==> src/core/lnbc_pkg.sv <==
package lnbc_pkg;
    // APB map of the controller
    localparam logic [7:0] OFS_CMD = 8'h00;
    localparam logic [7:0] OFS_STAT = 8'h04;
    localparam int CMD_GO_BIT = 11;
    localparam int STAT_BUSY_BIT = 0;
    localparam int STAT_DONE_BIT = 1;
    localparam int STAT_NACK_BIT = 2;
    localparam int STAT_RDATA_LSB = 8;
    // Serial timing
    localparam int CLK_NS = 5;
    localparam int BIT_NS = 2500;
    localparam int QTR_CYC = BIT_NS / 4 / CLK_NS;
    localparam logic [6:0] QTR_LAST = 7'(QTR_CYC - 1);
    localparam logic [3:0] BIT_ACK = 4'h8;
    // Device map
    localparam logic [4:0] DEV_ADDR_HI = 5'h02;
    localparam logic [2:0] SEL_STATUS = 3'h0;
    localparam logic [2:0] SEL_TONE = 3'h1;
    localparam logic [2:0] SEL_LIMIT = 3'h2;
    localparam logic [2:0] SEL_OUTPUT = 3'h3;
    localparam logic [4:0] KEEP_STATUS = 5'h00;
    localparam logic [4:0] KEEP_TONE = 5'h1c;
    localparam logic [4:0] KEEP_LIMIT = 5'h0f;
    localparam logic [4:0] KEEP_OUTPUT = 5'h1b;

    typedef struct packed {
        logic read;
        logic [1:0] addr_sel;
        logic [7:0] data;
    } lnbc_cmd_t;

    typedef enum logic [1:0] {
        ST_IDLE = 2'b00,
        ST_STA = 2'b01,
        ST_BITS = 2'b10,
        ST_STO = 2'b11
    } lnbc_state_t;
endpackage

==> src/core/lnbc_master.sv <==
`timescale 1ns/1ps
`default_nettype none
// Behaviour
// - Bit rates up to 100 or 400 kbit/s, one clock pulse per bit.
// - Data changes only while clock is low, except start and stop.
// - Master sends a stop before every new start; no repeated starts.
// - Bytes are 8 bits, most significant first, each followed by acknowledge.
// - Master releases data during acknowledge; receiver holds it low throughout.
// - Device acknowledges each byte; on no acknowledge master may stop.
// - Master may skip acknowledge check by waiting one clock.
// - Address byte is 00010, two pin bits, then read-high direction bit.
// - Write is start, address with write, acknowledged data, then stop.
// - Master writes zero to every reserved bit.
// - Read shifts bytes out; master acknowledge asks for more, none ends.
module lnbc_master
    import lnbc_pkg::*;
(
    input wire logic pclk,
    input wire logic presetn,
    input wire logic psel,
    input wire logic penable,
    input wire logic pwrite,
    input wire logic [7:0] paddr,
    input wire logic [31:0] pwdata,
    output logic [31:0] prdata,
    output logic pready,
    output logic pslverr,
    input wire logic scl_i,
    output logic scl_o,
    output logic scl_oe,
    input wire logic sda_i,
    output logic sda_o,
    output logic sda_oe
);
    import lnbc_pkg::*;

    function automatic logic [4:0] keep_bits(input logic [2:0] sel);
        unique case (sel)
            SEL_TONE: keep_bits = KEEP_TONE;
            SEL_LIMIT: keep_bits = KEEP_LIMIT;
            SEL_OUTPUT: keep_bits = KEEP_OUTPUT;
            default: keep_bits = KEEP_STATUS;
        endcase
    endfunction

    logic [1:0] scl_sync_reg, sda_sync_reg;
    logic scl_s, sda_s;
    lnbc_state_t state_reg, state_next;
    logic [1:0] phase_reg, phase_next;
    logic [6:0] tick_reg, tick_next;
    logic [3:0] bitn_reg, bitn_next;
    logic byte1_reg, byte1_next;
    logic [7:0] shreg_reg, shreg_next;
    logic [7:0] rdata_reg, rdata_next;
    lnbc_cmd_t cmd_reg, cmd_next;
    logic done_reg, done_next, nack_reg, nack_next;
    logic scl_oe_reg, scl_oe_next, sda_oe_reg, sda_oe_next;
    logic [31:0] prdata_reg, prdata_next;
    logic pready_reg, pready_next, pslverr_reg, pslverr_next;
    logic wr_cmd, wr_stat, tick_done, tx, mapped;

    // Two-stage synchronisers
    always_ff @(posedge pclk or negedge presetn) begin
        if (!presetn) begin
            scl_sync_reg <= 2'h3;
            sda_sync_reg <= 2'h3;
        end else begin
            scl_sync_reg <= {scl_sync_reg[0], scl_i};
            sda_sync_reg <= {sda_sync_reg[0], sda_i};
        end
    end
    assign scl_s = scl_sync_reg[1];
    assign sda_s = sda_sync_reg[1];

    assign mapped = (paddr == OFS_CMD) || (paddr == OFS_STAT);
    assign wr_cmd = psel && penable && pready_reg && pwrite
        && (paddr == OFS_CMD);
    assign wr_stat = psel && penable && pready_reg && pwrite
        && (paddr == OFS_STAT);
    assign tick_done = (tick_reg == QTR_LAST);
    assign tx = !byte1_reg || !cmd_reg.read;

    // APB slave: one wait-free access phase
    always_comb begin
        pready_next = psel && !penable;
        pslverr_next = psel && !penable && !mapped;
        prdata_next = 32'h0;
        if (psel && !penable && paddr == OFS_STAT) begin
            prdata_next[STAT_BUSY_BIT] = (state_reg != ST_IDLE);
            prdata_next[STAT_DONE_BIT] = done_reg;
            prdata_next[STAT_NACK_BIT] = nack_reg;
            prdata_next[STAT_RDATA_LSB +: 8] = rdata_reg;
        end
    end

    // Serial sequencer
    always_comb begin
        state_next = state_reg;
        phase_next = phase_reg;
        bitn_next = bitn_reg;
        byte1_next = byte1_reg;
        shreg_next = shreg_reg;
        rdata_next = rdata_reg;
        cmd_next = cmd_reg;
        scl_oe_next = scl_oe_reg;
        sda_oe_next = sda_oe_reg;
        done_next = done_reg && !(wr_stat && pwdata[STAT_DONE_BIT]);
        nack_next = nack_reg && !(wr_stat && pwdata[STAT_NACK_BIT]);
        tick_next = tick_done ? 7'h0 : tick_reg + 7'h1;
        // Wait in phase 2 while the clock line is held low by anyone
        if (phase_reg == 2'h2 && !scl_s && state_reg != ST_IDLE) begin
            tick_next = 7'h0;
        end
        unique case (state_reg)
            ST_IDLE: begin
                tick_next = 7'h0;
                phase_next = 2'h0;
                if (wr_cmd && pwdata[CMD_GO_BIT]) begin
                    cmd_next = lnbc_cmd_t'(pwdata[10:0]);
                    shreg_next = {DEV_ADDR_HI, pwdata[9:8], pwdata[10]};
                    bitn_next = 4'h0;
                    byte1_next = 1'b0;
                    state_next = ST_STA;
                end
            end
            ST_STA: begin
                if (tick_done && scl_s) begin
                    phase_next = phase_reg + 2'h1;
                    if (phase_reg == 2'h0) begin
                        sda_oe_next = 1'b1;
                    end else begin
                        scl_oe_next = 1'b1;
                        phase_next = 2'h0;
                        state_next = ST_BITS;
                    end
                end
            end
            ST_BITS: begin
                if (tick_done) begin
                    phase_next = phase_reg + 2'h1;
                    unique case (phase_reg)
                        2'h0: sda_oe_next = (bitn_reg != BIT_ACK) && tx
                            && !shreg_reg[7];
                        2'h1: scl_oe_next = 1'b0;
                        2'h2: begin
                            if (bitn_reg != BIT_ACK) begin
                                shreg_next = {shreg_reg[6:0], sda_s};
                            end else if (tx && sda_s) begin
                                nack_next = 1'b1;
                            end
                        end
                        2'h3: begin
                            scl_oe_next = 1'b1;
                            bitn_next = bitn_reg + 4'h1;
                            if (bitn_reg == BIT_ACK) begin
                                bitn_next = 4'h0;
                                if (byte1_reg || nack_reg) begin
                                    state_next = ST_STO;
                                end else begin
                                    byte1_next = 1'b1;
                                    shreg_next = {cmd_reg.data[7:5],
                                        cmd_reg.data[4:0]
                                        & keep_bits(cmd_reg.data[7:5])};
                                end
                            end
                        end
                    endcase
                end
            end
            ST_STO: begin
                if (tick_done) begin
                    phase_next = phase_reg + 2'h1;
                    unique case (phase_reg)
                        2'h0: sda_oe_next = 1'b1;
                        2'h1: scl_oe_next = 1'b0;
                        2'h2: sda_oe_next = 1'b0;
                        2'h3: begin
                            state_next = ST_IDLE;
                            done_next = 1'b1;
                            if (cmd_reg.read && !nack_reg) begin
                                rdata_next = shreg_reg;
                            end
                        end
                    endcase
                end
            end
        endcase
    end

    always_ff @(posedge pclk or negedge presetn) begin
        if (!presetn) begin
            state_reg <= ST_IDLE;
            phase_reg <= 2'h0;
            tick_reg <= 7'h0;
            bitn_reg <= 4'h0;
            byte1_reg <= 1'b0;
            shreg_reg <= 8'h0;
            rdata_reg <= 8'h0;
            cmd_reg <= '0;
            done_reg <= 1'b0;
            nack_reg <= 1'b0;
            scl_oe_reg <= 1'b0;
            sda_oe_reg <= 1'b0;
            prdata_reg <= 32'h0;
            pready_reg <= 1'b0;
            pslverr_reg <= 1'b0;
        end else begin
            state_reg <= state_next;
            phase_reg <= phase_next;
            tick_reg <= tick_next;
            bitn_reg <= bitn_next;
            byte1_reg <= byte1_next;
            shreg_reg <= shreg_next;
            rdata_reg <= rdata_next;
            cmd_reg <= cmd_next;
            done_reg <= done_next;
            nack_reg <= nack_next;
            scl_oe_reg <= scl_oe_next;
            sda_oe_reg <= sda_oe_next;
            prdata_reg <= prdata_next;
            pready_reg <= pready_next;
            pslverr_reg <= pslverr_next;
        end
    end

    assign prdata = prdata_reg;
    assign pready = pready_reg;
    assign pslverr = pslverr_reg;
    assign scl_oe = scl_oe_reg;
    assign sda_oe = sda_oe_reg;
    assign scl_o = 1'b0;
    assign sda_o = 1'b0;
endmodule
`default_nettype wire

==> config.mk <==
export PLATFORM = sky130hd
export DESIGN_NAME = lnbc_master
export DESIGN_NICKNAME = d
export VERILOG_FILES = /design/src/core/lnbc_pkg.sv /design/src/core/lnbc_master.sv
export SDC_FILE = /design/constraint.sdc
export NUM_CORES = 1
export LEC_CHECK = 0
export BUFFER_PORTS_ARGS = -buffer_cell sky130_fd_sc_hd__buf_4
export CAP_MARGIN = 20
export CORE_MARGIN = 1
export CORE_UTILIZATION = 48
export CTS_CLUSTER_SIZE = 25
export DETAILED_ROUTE_END_ITERATION = 8
export GPL_ROUTABILITY_DRIVEN = 0
export PLACE_DENSITY = 0.77
export SLEW_MARGIN = 30
export SYNTH_ARGS = -nofsm -noshare
export SYNTH_HDL_FRONTEND = slang
export SYNTH_SLANG_ARGS = --single-unit
==> constraint.sdc <==
create_clock -name pclk -period 2.12 [get_ports pclk]
set_clock_uncertainty 0.1 [all_clocks]
set_input_delay 0.424 -clock pclk [delete_from_list [all_inputs] [get_ports pclk]]
set_output_delay 0.424 -clock pclk [all_outputs]
set_load 0.02 [all_outputs]
==> impl_metrics.yaml <==
critical_path:
  crit_slowest_cell: "dfrtp_1"
  cp_top_family: "simple AND/OR/NAND/NOR gates"
  critPathBufInv: 2
  r2r_start: "state_reg[1]"
  crit_arrival_ps: 2170
  start_kind: "register"
  worstRegToRegCells: 8
  timing.rr.end: "shreg_reg[4]"
  r2r_setup_slack_ps: 110
  slowest_delay_ps: 430
  crit_type: "reg -> reg"
  end_kind: "register"
  path_cells: "inv_1 > ha_1 > nand3b_1 > nor4_2 > buf_4 > or2_2 > o22a_1 > o21a_1"
  cp_max_fo: 7
  cp.required_ps: 2270
drt:
  vias: 2487
  antenna_left: 0
  drt-pass1-iter-count: 5
  drt_iter0_markers: 130
  wl_per_cell_microns: 14.2
  vias_per_cell: 5.37
  totalWireLength_microns: 6590
  drc: 0
placed_design:
  port_buffers: 41
  place_area_sq_um: 3630
  dp_hpwl_microns: 4790
  dp.cells: 445
synthesis:
  yosysTopAreaCell: "dfrtp_1"
  synth-edff-count: 0
  synth_area_sq_um: 3210
  yosysWarnings: 0
  synth.area.top_cells: "dfrtp_1 (45%), nand2_1 (5.6%), ha_1 (5.5%)"
  synth.avg_cell_area_sq_um: 10.1
  syn_inst: 318
  async_flop_share_pct: 100
  seq_area_frac_synth_pct: 48.6
  synth_top_area_share_pct: 45.3
  synth_cell_types: 51
  synth_ff_type: "dfrtp_1"
  synth-seq-cells: 62
timing:
  relSlewSlack_pct: 49.1
  period_share_pct: 95.0
  fmax_ghz: 0.497
  finalMaxSlewViolations: 0
  setup_tns_ps: 0
  finalCriticalPeriod_ps: 2010
  worst_pin_slew_ps: 764
  hold_viol_final: 0
  setup_viol: 0
flow_run:
  max_cap_violations: 0
cells_and_area:
  ff_latch_area_sq_um: 1560
  final_common_cell: "buf_4"
  layout.cells.non_filler: 463
  fin_nets: 442
  syn_to_final_growth_pct: 21.2
  final_util_pct: 60.8
  most-common-layout-cells: "buf_4 (60), dfrtp_1 (58), nand2_1 (48)"
  design_area_sq_um: 3880
  drive_gt1_share_pct: 26.7
  fillCellCount: 546
  multi_input_area_sq_um: 1510
  largest_reg_flops: 11
  diodes: 0
global_route:
  grt_max_degree: 63
  global_route.usage.met2_pct: 29.7
  grt_first_pass_wirelength_microns: 11000
  use_met3_pct: 5.14
  groute.usage.overall_pct: 20.3
  antenna_found_initial: 0
  busiest_layer: "met2"
  gr-total-overflow: 0
  grt_pass1_vias: 2399
  met1_usage_pct: 26.9
clock_network:
  clkSinkCount: 62
  cts_made_buffers: 9
  clk_pin_slew_ps: 80
  cts_tree: "built"
  cts.path.max_buffers: 2
  clockRootBuffer: "clkbuf_8"
  clk_latency_ps: 360
  cts-htree-levels: 3
  ctsHoldBuffers: 0
die:
  core_area_sq_um: 6390
  die_area_sq_um: 7010
  rows: 29
  die_w_microns: 83.7
  start_util_pct: 50.2
  die_height_microns: 83.7
  pin_count: 85
power_and_ir_drop:
  leakagePower_uw: 0.00195
  power_density_nw_per_um2: 1080
  ir_worst_vdd_uv: 843
outcome:
  status: "completed"
min_path:
  min_path_type: "in -> async"
==> cell usage after synthesis (all sizes together), types with 3 or more instances <==
cell type and n:
buf 25, nor3 5, inv 13, ha 14, mux2i 4, dfstp 4
and3 4, nand4 6, clkbuf 6, a2bb2oi 5, nand3 6, o211ai 3
mux2 11, dfrtp 58, a21oi 6, o21ai 12, nor2 19, o31ai 4
o22ai 3, xor2 5, nand2 48, and2 12, nand3b 5, nor2b 6
nand2b 5
==> where the power goes <==
group | internal (uW) | switching, uW | total (uW)
combinational | 675 | 835 | 1510
clock | 582 | 511 | 1090
sequential | 1380 | 195 | 1570
total | 2640 | 1540 | 4180
==> per-layer routing <==
layer	up-vias	share of wire, %
li1	1194	-
met4	0	3.8
met5	-	0
met2	106	45
met1	1167	44
met3	20	7.1
==> final cells by class <==
type,instances,area share (%)
flip-flops and latches,62,40.1
multi-input cells,234,38.9
repair buffers,61,11.9
clock buffers,10,3.54
well taps,77,2.48
clock inverters,6,1.80
inverters,13,1.26
==> stage by stage <==
stage          hold WS [ps]  setup slack, ps  power, uW
6_report               25.5              107       4180
5_1_grt                64.1           -0.781       4450
4_1_cts                62.5             15.0       4120
3_5_place_dp            247             -178       3030
3_3_place_gp            246             -159       2970
2_1_floorplan          28.4            -25.3       2610
==> worst max path at each step <==
stage	start	to	slack (ps)	cells after the start
after floorplan	paddr[7]	state_reg[1]	-30	5
after global placement	paddr[7]	state_reg[0]	-160	7
after detailed placement	paddr[7]	shreg_reg[2]	-180	8
after CTS	tick_reg[1]	rdata_reg[4]	10	6
after global routing	state_reg[1]	scl_oe	-0.8	7
final	state_reg[1]	shreg_reg[4]	110	8
==> what timing repair did <==
action | CTS | global route
setup buffers | 0 | 2
resized for setup | 0 | 10
hold endpoints to repair | 0 | 0
endpoints found under the setup margin | 0 | 20
==> logic make-up after synthesis <==
kind of cell | count (synthesis) | synth area share [%]
adders and majority gates | 14 | 5.46
DFF | 62 | 48.6
muxes | 15 | 5.23
AOI/OAI and AO/OA | 51 | 11.2
and+or+nand+nor | 125 | 19.9
xor gates and xnor gates | 6 | 1.64
buffers and inverters | 44 | 7.92
other | 1 | 0.117
==> worst reg2reg max path, delay by kind of cell (launching register included) <==
family,cells,cell delay [ps]
buffers and inverters,2,240
AND/OR/NAND/NOR,3,530
adder cells (fa/ha/maj),1,290
flip-flops,1,430
AO/OA/AOI/OAI,2,310
Note: power is estimated with default switching activity, not from simulation.
